$ cat src/logic/rsp_params.svh
// Constants of the reduced and serial PHY-MAC data port
`ifndef RSP_PARAMS_SVH
`define RSP_PARAMS_SVH
// What this block does
// - MAC supplies continuous reference clock for reduced mode
// - MAC frames transmit enable on reference clock
// - Transmit di-bits taken only while enable high
// - Carrier/data-valid rises at once on carrier
// - Carrier/data-valid spans first to final di-bit
// - Receive data stays 00 until decoding starts
// - Two receive bits per clock when fast, per ten clocks when slow, 00 when idle
// - Receive error flags symbol errors, ignored when idle
// - MAC builds collision from enable and carrier
// - Straps 010 select serial mode at reset
// - Straps 001 select reduced mode at reset
// - MAC supplies continuous clock for serial mode
// - MAC sends sync pulse every ten clocks
// - Slow transmit segments repeat ten times
// - Transmit segment: error, enable, byte or status
// - Slow receive segments repeat ten times
// - Receive segment: carrier, valid, byte or status

// ==========================================
// Timing
`define RSP_CLK_NS 50
`define RSP_LINK_NS 400
`define RSP_DIV_LAST 3'((`RSP_LINK_NS / `RSP_CLK_NS) - 1)
`define RSP_DIV_HALF 3'((`RSP_LINK_NS / `RSP_CLK_NS) / 2)
`define RSP_SEG_LAST 4'h9
`define RSP_REP_LAST 4'h9
`define RSP_DIBIT_LAST 4'h3
`define RSP_BOOT_DONE 2'h3

// ==========================================
// Straps
`define RSP_STRAP_REDUCED 3'h1
`define RSP_STRAP_SERIAL 3'h2

// ==========================================
// Register map and fields
`define RSP_OFF_CTRL 8'h00
`define RSP_OFF_STAT 8'h04
`define RSP_OFF_IEN 8'h08
`define RSP_OFF_ICLR 8'h0c
`define RSP_OFF_TXD 8'h10
`define RSP_OFF_RXD 8'h14
`define RSP_OFF_LSTAT 8'h18
`define RSP_CTRL_SERIAL 0
`define RSP_CTRL_SPEED 1
`define RSP_CTRL_DUPLEX 2
`define RSP_CTRL_LINK 3
`define RSP_CTRL_JABBER 4
`define RSP_CTRL_FORCE 5
`define RSP_TXD_LAST 8
`define RSP_TXD_ERR 9
`define RSP_TXD_FULL 31
`define RSP_EV_RXB 0
`define RSP_EV_END 1
`define RSP_EV_ERR 2
`define RSP_EV_COL 3
`define RSP_EV_TXD 4
`define RSP_CTRL_RESET 6'h00
`endif

$ cat src/logic/rsp_link_if.sv
// Link wires between the MAC end and the device end
`timescale 1ns/10ps
interface rsp_link_if;
  logic ref_clk;
  logic tx_en;
  logic [1:0] txd;
  logic crs_dv;
  logic [1:0] rxd;
  logic rx_er;
  logic sync;
  logic stx;
  logic srx;
  modport mac (
    output ref_clk, tx_en, txd, sync, stx,
    input crs_dv, rxd, rx_er, srx
  );
  modport phy (
    input ref_clk, tx_en, txd, sync, stx,
    output crs_dv, rxd, rx_er, srx
  );
endinterface

$ cat src/logic/rsp_mac_end.sv
// MAC end: drives the link clock and frames, APB registers for software
`timescale 1ns/10ps
`include "rsp_params.svh"
module rsp_mac_end (
  // Clock and reset
  input wire logic clk_in,
  input wire logic rst_in,
  // Link toward the device
  rsp_link_if.mac link,
  // APB slave
  input wire logic psel_in,
  input wire logic penable_in,
  input wire logic pwrite_in,
  input wire logic [7:0] paddr_in,
  input wire logic [31:0] pwdata_in,
  output logic [31:0] prdata_out,
  output logic pready_out,
  output logic pslverr_out,
  // Interrupt
  output logic irq_out
);

  // ==========================================
  // State
  // Pin bits: 0 carrier/valid, 2:1 data, 3 error, 4 serial rx
  typedef struct packed {
    logic [4:0] p1;
    logic [4:0] p2;
    logic [4:0] p3;
    logic [2:0] div;
    logic ref_clk;
    logic [5:0] ctrl;
    logic [4:0] stat;
    logic [4:0] ien;
    logic [9:0] txh;
    logic tx_full;
    logic [8:0] rxb;
    logic [7:0] lstat;
    logic tx_en;
    logic [1:0] txd;
    logic sync;
    logic stx;
    logic last;
    logic [3:0] tbit;
    logic [3:0] trep;
    logic [3:0] spos;
    logic [9:0] tsh;
    logic [3:0] rbit;
    logic [3:0] rrep;
    logic [9:0] rsh;
    logic rx_on;
    logic pready;
    logic pslverr;
    logic [31:0] prdata;
    logic irq;
  } rsp_mac_st_t;

  rsp_mac_st_t s;
  rsp_mac_st_t n;
  logic rise;
  logic fall;
  logic fast;
  logic tick;
  logic acc;
  logic [4:0] ev;
  logic [4:0] clr;

  // ==========================================
  // Next state
  always_comb begin
    n = s;
    ev = 5'h00;
    clr = 5'h00;
    n.p1 = {link.srx, link.rx_er, link.rxd, link.crs_dv};
    n.p2 = s.p1;
    n.p3 = s.p2;
    fast = s.ctrl[`RSP_CTRL_SPEED];
    // Divider makes the link clock; inputs sampled as it rises
    // Low half first, so the first high phase after reset is full length
    rise = (s.div == `RSP_DIV_HALF - 3'h1);
    fall = (s.div == `RSP_DIV_LAST);
    n.div = fall ? 3'h0 : s.div + 3'h1;
    n.ref_clk = (n.div >= `RSP_DIV_HALF);
    tick = 1'b0;
    // Outputs change mid-period so the device samples stable levels
    if (fall && !s.ctrl[`RSP_CTRL_SERIAL]) begin
      if (s.tx_en) begin
        tick = fast || s.trep == `RSP_REP_LAST;
        n.trep = tick ? 4'h0 : s.trep + 4'h1;
        if (tick && s.tbit == `RSP_DIBIT_LAST) begin
          if (!s.last && s.tx_full) begin
            n.tsh = s.txh;
            n.txd = s.txh[1:0];
            n.last = s.txh[`RSP_TXD_LAST];
            n.tx_full = 1'b0;
            n.tbit = 4'h0;
          end else begin
            // An underrun ends the frame early
            n.tx_en = 1'b0;
            n.txd = 2'h0;
            ev[`RSP_EV_TXD] = 1'b1;
          end
        end else if (tick) begin
          n.tbit = s.tbit + 4'h1;
          n.txd = s.tsh[3'(n.tbit) * 2 +: 2];
        end
      end else if (s.tx_full) begin
        n.tx_en = 1'b1;
        n.txd = s.txh[1:0];
        n.tsh = s.txh;
        n.last = s.txh[`RSP_TXD_LAST];
        n.tx_full = 1'b0;
        n.tbit = 4'h0;
        n.trep = 4'h0;
      end
    end
    if (fall && s.ctrl[`RSP_CTRL_SERIAL]) begin
      n.spos = (s.spos == `RSP_SEG_LAST) ? 4'h0 : s.spos + 4'h1;
      n.sync = (s.spos == 4'h0);
      if (s.spos == 4'h0) begin
        n.trep = (fast || s.trep == `RSP_REP_LAST) ? 4'h0 :
          s.trep + 4'h1;
        if (s.trep == 4'h0 || fast) begin
          if (s.tx_full) begin
            n.tsh = {s.txh[7:0], 1'b1, s.txh[`RSP_TXD_ERR]};
            n.tx_full = 1'b0;
            ev[`RSP_EV_TXD] = s.txh[`RSP_TXD_LAST];
          end else begin
            n.tsh = {3'h7, s.ctrl[`RSP_CTRL_JABBER:`RSP_CTRL_SPEED],
              s.ctrl[`RSP_CTRL_FORCE], 2'h0};
          end
        end
        n.stx = n.tsh[0];
      end else begin
        n.stx = s.tsh[s.spos];
      end
    end
    if (rise && !s.ctrl[`RSP_CTRL_SERIAL]) begin
      ev[`RSP_EV_COL] = s.tx_en & s.p3[0];
      if (s.p3[0]) begin
        n.rrep = (fast || s.rrep == `RSP_REP_LAST) ? 4'h0 :
          s.rrep + 4'h1;
        // Leading zero di-bits are the wait for decoding
        if ((fast || s.rrep == 4'h0) && (s.rx_on || s.p3[2:1] != 2'h0)) begin
          n.rx_on = 1'b1;
          n.rsh = {s.p3[2:1], s.rsh[9:2]};
          n.rbit = s.rbit + 4'h1;
          if (s.rbit == `RSP_DIBIT_LAST) begin
            n.rbit = 4'h0;
            n.rxb = {s.p3[3], n.rsh[9:2]};
            ev[`RSP_EV_RXB] = 1'b1;
          end
        end
        ev[`RSP_EV_ERR] = s.p3[3];
      end else begin
        ev[`RSP_EV_END] = s.rx_on;
        n.rx_on = 1'b0;
        n.rbit = 4'h0;
        n.rrep = 4'h0;
      end
    end
    if (rise && s.ctrl[`RSP_CTRL_SERIAL]) begin
      // The device answers one clock behind the sync
      n.rsh = {s.p3[4], s.rsh[9:1]};
      if (s.spos == 4'h1) begin
        n.rrep = (fast || s.rrep == `RSP_REP_LAST) ? 4'h0 :
          s.rrep + 4'h1;
        if (fast || s.rrep == 4'h0) begin
          if (n.rsh[1]) begin
            n.rxb = {1'b0, n.rsh[9:2]};
            n.rx_on = 1'b1;
            ev[`RSP_EV_RXB] = 1'b1;
          end else begin
            n.lstat = n.rsh[9:2];
            ev[`RSP_EV_END] = s.rx_on;
            ev[`RSP_EV_ERR] = s.rx_on & n.rsh[2];
            n.rx_on = 1'b0;
          end
        end
      end
    end
    // APB: one wait state, then the access completes
    acc = psel_in & penable_in & s.pready;
    n.pready = psel_in & penable_in & ~s.pready;
    if (n.pready) begin
      n.pslverr = 1'b0;
      case (paddr_in)
        `RSP_OFF_CTRL: n.prdata = {26'h0, s.ctrl};
        `RSP_OFF_STAT: n.prdata = {27'h0, s.stat};
        `RSP_OFF_IEN: n.prdata = {27'h0, s.ien};
        `RSP_OFF_ICLR: n.prdata = 32'h0;
        `RSP_OFF_TXD: n.prdata = {s.tx_full, 31'h0};
        `RSP_OFF_RXD: n.prdata = {23'h0, s.rxb};
        `RSP_OFF_LSTAT: n.prdata = {24'h0, s.lstat};
        default: begin
          n.prdata = 32'h0;
          n.pslverr = 1'b1;
        end
      endcase
    end
    if (acc && pwrite_in) begin
      case (paddr_in)
        `RSP_OFF_CTRL: n.ctrl = pwdata_in[5:0];
        `RSP_OFF_IEN: n.ien = pwdata_in[4:0];
        `RSP_OFF_ICLR: clr = pwdata_in[4:0];
        `RSP_OFF_TXD: begin
          if (!s.tx_full) begin
            n.txh = pwdata_in[9:0];
            n.tx_full = 1'b1;
          end
        end
        default: begin
        end
      endcase
    end
    // A new event beats a clear in the same cycle
    n.stat = (s.stat & ~clr) | ev;
    n.irq = |(n.stat & n.ien);
  end

  // ==========================================
  // Registers
  always_ff @(posedge clk_in or posedge rst_in) begin
    if (rst_in) begin
      s <= '0;
    end else begin
      s <= n;
    end
  end

  assign link.ref_clk = s.ref_clk;
  assign link.tx_en = s.tx_en;
  assign link.txd = s.txd;
  assign link.sync = s.sync;
  assign link.stx = s.stx;
  assign prdata_out = s.prdata;
  assign pready_out = s.pready;
  assign pslverr_out = s.pslverr;
  assign irq_out = s.irq;

endmodule

$ cat src/flat_wrapper.sv
// flat-port wrapper written by rule: the top's interface ports become plain ports
module rsp_mac_end_flat 
  (clk_in, rst_in, psel_in, penable_in, pwrite_in, paddr_in, pwdata_in, prdata_out, pready_out, pslverr_out, irq_out, link_ref_clk, link_tx_en, link_txd, link_sync, link_stx, link_crs_dv, link_rxd, link_rx_er, link_srx);
  rsp_link_if link_i ();
  input wire logic clk_in;
  input wire logic rst_in;
  input wire logic psel_in;
  input wire logic penable_in;
  input wire logic pwrite_in;
  input wire logic [7:0] paddr_in;
  input wire logic [31:0] pwdata_in;
  output logic [31:0] prdata_out;
  output logic pready_out;
  output logic pslverr_out;
  output logic irq_out;
  output wire logic [$bits(link_i.ref_clk)-1:0] link_ref_clk;
  output wire logic [$bits(link_i.tx_en)-1:0] link_tx_en;
  output wire logic [$bits(link_i.txd)-1:0] link_txd;
  output wire logic [$bits(link_i.sync)-1:0] link_sync;
  output wire logic [$bits(link_i.stx)-1:0] link_stx;
  input wire logic [$bits(link_i.crs_dv)-1:0] link_crs_dv;
  input wire logic [$bits(link_i.rxd)-1:0] link_rxd;
  input wire logic [$bits(link_i.rx_er)-1:0] link_rx_er;
  input wire logic [$bits(link_i.srx)-1:0] link_srx;
  assign link_ref_clk = link_i.ref_clk;
  assign link_tx_en = link_i.tx_en;
  assign link_txd = link_i.txd;
  assign link_sync = link_i.sync;
  assign link_stx = link_i.stx;
  assign link_i.crs_dv = link_crs_dv;
  assign link_i.rxd = link_rxd;
  assign link_i.rx_er = link_rx_er;
  assign link_i.srx = link_srx;
  rsp_mac_end u_core (.clk_in(clk_in), .rst_in(rst_in), .link(link_i), .psel_in(psel_in), .penable_in(penable_in), .pwrite_in(pwrite_in), .paddr_in(paddr_in), .pwdata_in(pwdata_in), .prdata_out(prdata_out), .pready_out(pready_out), .pslverr_out(pslverr_out), .irq_out(irq_out));
endmodule
$ cat config.mk
export PLATFORM = sky130hd
export DESIGN_NAME = rsp_mac_end_flat
export DESIGN_NICKNAME = d
export VERILOG_FILES = /design/src/logic/rsp_link_if.sv /design/src/logic/rsp_mac_end.sv /design/src/flat_wrapper.sv
export VERILOG_INCLUDE_DIRS = /design/src /design/src/logic
export SDC_FILE = /design/constraint.sdc
export NUM_CORES = 1
export LEC_CHECK = 0
export ABC_CLOCK_PERIOD_IN_PS = 4100
export BUFFER_PORTS_ARGS = -buffer_cell sky130_fd_sc_hd__buf_2
export CAP_MARGIN = 40
export CELL_PAD_IN_SITES_DETAIL_PLACEMENT = 2
export CELL_PAD_IN_SITES_GLOBAL_PLACEMENT = 2
export CORE_MARGIN = 1.5
export CORE_UTILIZATION = 37
export DETAILED_ROUTE_END_ITERATION = 8
export GPL_TIMING_DRIVEN = 1
export HOLD_SLACK_MARGIN = 0.12
export PLACE_DENSITY_LB_ADDON = 0.1
export SYNTH_ARGS = -nofsm -noshare
export SYNTH_HDL_FRONTEND = slang
export SYNTH_SLANG_ARGS = --single-unit
export TNS_END_PERCENT = 100
$ cat constraint.sdc
create_clock -name clk_in -period 4.1 [get_ports clk_in]
set_clock_uncertainty 0.2 [all_clocks]
set_input_delay 0.41 -clock clk_in [delete_from_list [all_inputs] [get_ports clk_in]]
set_output_delay 0.41 -clock clk_in [all_outputs]
set_load 0.02 [all_outputs]
Word-level counts from Yosys, hierarchy flattened --
Cells that the tools add are included.
Storage, ports and cells: logic and storage cells 190, register bits after elaboration 145
Operators by class: magnitude comparators 2, shift operators 1, reductions and logical operators 34, $add $sub $neg 6, bitwise logic cells 12, equality and inequality tests 19, multiplexer cells 87
Operators by type and width (number):
- $pmux 32 s6 | 1
- $mux 10 | 9
- $mux 9 | 7
- $mux 17 | 3
- $mux 4 | 11
- $mux 11 | 3
- $mux 1 | 32
- $mux 15 | 2
- $eq 8x5->1 const B | 3
- $add 4x1->4 const B | 5
- $mux 5 | 4
- $mux 18 | 1
- $mux 3 | 6
- $eq 8x4->1 const B | 2
- $mux 16 | 1
- $mux 8 | 2
- $eq 4x4->1 const B | 3
- $logic_not 4->1 | 3
- $reduce_and 4->1 | 3
- $and 5x5->5 | 2
- $reduce_bool 2->1 | 5
- $shiftx 10x5->2 | 1
- $reduce_and 3->1 | 3
- $eq 4x2->1 const B | 2
- 22 further kinds | 47

Depth between registers and ports, before layout --
depth in word-level cells 15, gate-level depth with buffers 9, depth with buffers taken out 8

Worst setup path before layout --
Ideal clock, no wire load.
kind input to register, start input port paddr_in[7], end register u_core.s[100] (netlist bit), path buffers 1, path slack 1.529 ns, stages 5, arrival 2.245 ns, library setup time 0.125 ns, required time 3.775 ns, cells stage by stage or4_4 -> or3_4 -> or4_4 -> buf_6 -> mux2_4
Between the ends: longest elaborated chain between the ends 2
RTL lines:
- start, declared | line flat_wrapper.sv:10 | input wire logic [7:0] paddr_in;
- $eq 8x5->1 | line rsp_mac_end.sv:202 | case (paddr_in)
- $reduce_and 3->1 (no source line)
- end signal, assigned | line rsp_mac_end.sv:227 | s <= n;
- end, declared | line rsp_mac_end.sv:58 | rsp_mac_st_t s;
No other way between the ends. A chain may end at the register's enable or synchronous reset.

Worst setup path in the final report --
start register u_core.s[72] (netlist bit), end register u_core.s, in the netlist u_core.link.stx
Between the ends: longest elaborated chain between the ends 7
RTL lines:
- $eq 4x2->1 (no source line)
- $logic_and 1x1->1 (no source line)
- $mux 10 | line rsp_mac_end.sv:90 | if (tick && s.tbit == `RSP_DIBIT_LAST) begin
- $mux 10 | line rsp_mac_end.sv:87 | if (s.tx_en) begin
- $mux 10 | line rsp_mac_end.sv:86 | if (fall && !s.ctrl[`RSP_CTRL_SERIAL]) begin
- $mux 10 | line rsp_mac_end.sv:123 | if (s.trep == 4'h0 || fast) begin
- $mux 1 | line rsp_mac_end.sv:120 | if (s.spos == 4'h0) begin
No other way between the ends.

==> impl_metrics.tcl <==
set metrics [dict create \
    period_needed_ns 3.14 \
    yosys.area.top_type "dfrtp_1" \
    critPathLaunchType "flop" \
    drt-initial-drc-count 154 \
    wl_mm 17.0 \
    synth-simple-area-share_pct 14.8 \
    portBuffers 46 \
    worst_ep_arrival_time_ns 3.25 \
    via_count 4504 \
    grt_max_degree 62 \
    cp_slowest_cell "nand3_1" \
    synthArstFlopShare_pct 100 \
    ys_top_cells_by_area "dfrtp_1 50%, nand2_1 5.2%, mux2_2 5.1%, buf_4 4.3%, mux2i_1 3.0%" \
    relSlewSlack_pct 44.9 \
    synth_fa_ha_area_share_pct 2.31 \
    antenna_left 0 \
    grt_pass1_vias 4864 \
    ir_worst_vdd_v 0.000280 \
    yosys-top-cells-count "120 x dfrtp_1, 83 x nand2_1, 34 x buf_4" \
    synth_ff_type "dfrtp_1" \
    root_buffer "clkbuf_16" \
    reg2reg_from "u_core.s[72]$_DFFE_PP0P_" \
    clk_latency_ns 0.42 \
    fmax_ghz 0.318 \
    endpoint_kind "flop" \
    fin_crit_sh_pct 76.6 \
    drt_pre_antenna_iters 5 \
    num_antenna_cells 0 \
    finalHoldViolations 0 \
    gp_congestion 0.802 \
    holdBufCountCts 17 \
    max-cap-violations 0 \
    synth_top_family_by_area "simple AND/OR/NAND/NOR gates" \
    areaGrowthSynthToFinish_pct 17.8 \
    fin_tns_setup_ns 0 \
    r2r-end "u_core.link.stx$_DFFE_PP0P_" \
    p_per_area_nw_per_um2 421 \
    synth.most_common_cell "dfrtp_1" \
    netlist_area_sq_um 5960 \
    clk_path_buf_depth 2 \
    initial_core_util_pct 37.7 \
    critPathKind "reg2reg" \
    synth_mux_area_share_pct 11.9 \
    yosys.area_share.xor_xnor_pct 0.588 \
    p_leak_uw 0.00336 \
    critPathMaxFanout 11 \
    nNetsFinal 679 \
    status "finished, final reports clean" \
    num_rows 46 \
    ys_seq_area_share_pct 50.4 \
    ctsResizeCount 0 \
    cts_buffers 17 \
    num-fill-cells 1650 \
    drive_gt1_share_pct 20.6 \
    syn_inst 567 \
    reg2regPathDepth 7 \
    instances_no_fill 847 \
    placed_cells 798 \
    rsz0062_at_grt "no" \
    grt_pass1_wl_mm 26.8 \
    dieArea_sq_um 16900 \
    core_sq_um 15800 \
    grt_overflow 0 \
    cts_tree "yes" \
    syn_avg_cell_area_sq_um 10.5 \
    synth.top_cell.area_share_pct 50.4 \
    place_hpwl_mm 11.5 \
    io_pins 91 \
    htree_levels 4 \
    critPathRequiredTime_ns 4.21 \
    wl_per_cell_um 20.1 \
    setup_violations 0 \
    track_usage_pct 21.5 \
    yosysWarningCount 0 \
    worstHoldPathType "reg2reg" \
    critPathMaxStageDelay_ns 0.53 \
    endpoint "u_core.link.stx$_DFFE_PP0P_" \
    grt_antenna_before_repair 0 \
    clk_pin_slew_ns 0.06 \
    die_w_um 130 \
    crit_start "u_core.s[72]$_DFFE_PP0P_" \
    finalMaxSlewViolations 0 \
    r2r_slack_ns 0.96 \
    ys_ff_latch 120 \
    synth_edf_count 0 \
    cts.sinks 120 \
    crit_chain "ha_1, nand2b_1, a211o_1, o21ai_0, nand3_1, mux2i_1, o311ai_0" \
    ys_types 59 \
    drc 0 \
    viasPerCell 5.32 \
    postCtsSetupBuffers 0 \
    max_slew.worst_pin.slew_ns 0.826 \
    synth_compound_area_share_pct 12.8 \
    dieHeight_um 130 \
]
flip-flops by register name (all words and copies together) (netlist names):
name and flops:
u_core.fast 1, u_core.irq_out 1, u_core.link.stx 1, u_core.link.sync 1, u_core.link.tx_en 1, u_core.link.txd 2
u_core.n 10, u_core.prdata_out 10, u_core.pready_out 1, u_core.pslverr_out 1, u_core.s 91
layout make-up:
class	instances	area, sq um	area share, %
sequential	120	3000	42.8
tap	216	270	3.85
inverter	21	81.3	1.16
multi-input combinational	391	2610	37.2
timing repair buffer	67	438	6.24
clock buffer	21	470	6.70
clock inverter	11	146	2.09
cell usage in the layout, fill, tap and decap left out, types with 4 or more instances in the layout:
cell type	n
dfrtp_1	120
nand2_1	83
buf_2	48
o21ai_0	33
mux2_2	27
nor2_1	25
a21oi_1	22
conb_1	22
inv_1	20
mux2i_1	18
clkbuf_16	17
dlygate4sd3_1	17
nor3_1	15
ha_1	11
nor2b_1	9
nand3_1	9
mux2_4	9
and2_1	8
nand2b_1	8
o211ai_1	8
a31oi_1	7
o31ai_1	5
a221oi_1	5
nand4_1	4
mux4_2	4
routing by layer:
metal  up-vias  wire [um]  GRT usage, %
li1       2064          -             -
met1      2326       8020          28.8
met2        92       8160          34.9
met3        22        587          3.94
met4         0        250          8.24
met5         -          0             0
power breakdown:
group | switching, uW | internal, uW | total (uW) | leakage [uW]
sequential | 29.9 | 1210 | 1240 | 0.00159
clock | 568 | 1000 | 1570 | 0.000299
combinational | 93.0 | 50.4 | 143 | 0.00147
total | 691 | 2260 | 2950 | 0.00336
stage by stage:
stage	worst slack (ns)	instance area, sq um	power, uW	hold slack (ns)	utilization (%)
after floorplan	0.304	6040	1350	0.131	-
after global placement	1.13	6220	1380	0.132	39.3
after detailed placement	1.03	6230	1390	0.136	39.4
after CTS	1.00	7020	2990	0.150	44.3
after global routing	0.632	7020	3050	0.156	44.3
final	0.959	7020	2950	0.149	44.3
how the worst min path moves through the flow:
stage	startpoint	endpoint	slack [ns]	depth (start not counted)
after floorplan	u_core.n[135]$_DFF_PP0_	u_core.n[130]$_DFF_PP0_	0.13	0
after global placement	u_core.n[139]$_DFF_PP0_	u_core.n[134]$_DFF_PP0_	0.13	0
after detailed placement	u_core.n[136]$_DFF_PP0_	u_core.n[131]$_DFF_PP0_	0.14	0
after CTS	u_core.n[137]$_DFF_PP0_	u_core.n[132]$_DFF_PP0_	0.15	0
after global routing	u_core.n[138]$_DFF_PP0_	u_core.n[133]$_DFF_PP0_	0.16	0
final	u_core.n[132]$_DFF_PP0_	u_core.s[132]$_DFF_PP0_	0.15	0
cells by family (layout without fill, tap and decap cells):
logic type / after synthesis / in the layout
flip-flops: 120 / 120
buffers and inverters: 77 / 120
multiplexers: 58 / 58
AND/OR/NAND/NOR: 181 / 181
XOR/XNOR: 4 / 4
AO/OA/AOI/OAI: 115 / 115
other: 1 / 22
adder cells (fa/ha/maj): 11 / 11
critical path, delay by kind of cell (launching register included):
| kind | cells | cell delay [ns] |
|---|---|---|
| multiplexers | 1 | 0.26 |
| AO/OA/AOI/OAI | 3 | 1.12 |
| AND/OR/NAND/NOR | 2 | 0.63 |
| adder cells (fa/ha/maj) | 1 | 0.28 |
| flip-flops | 1 | 0.52 |
No activity file was read; power rests on OpenSTA's default activity.
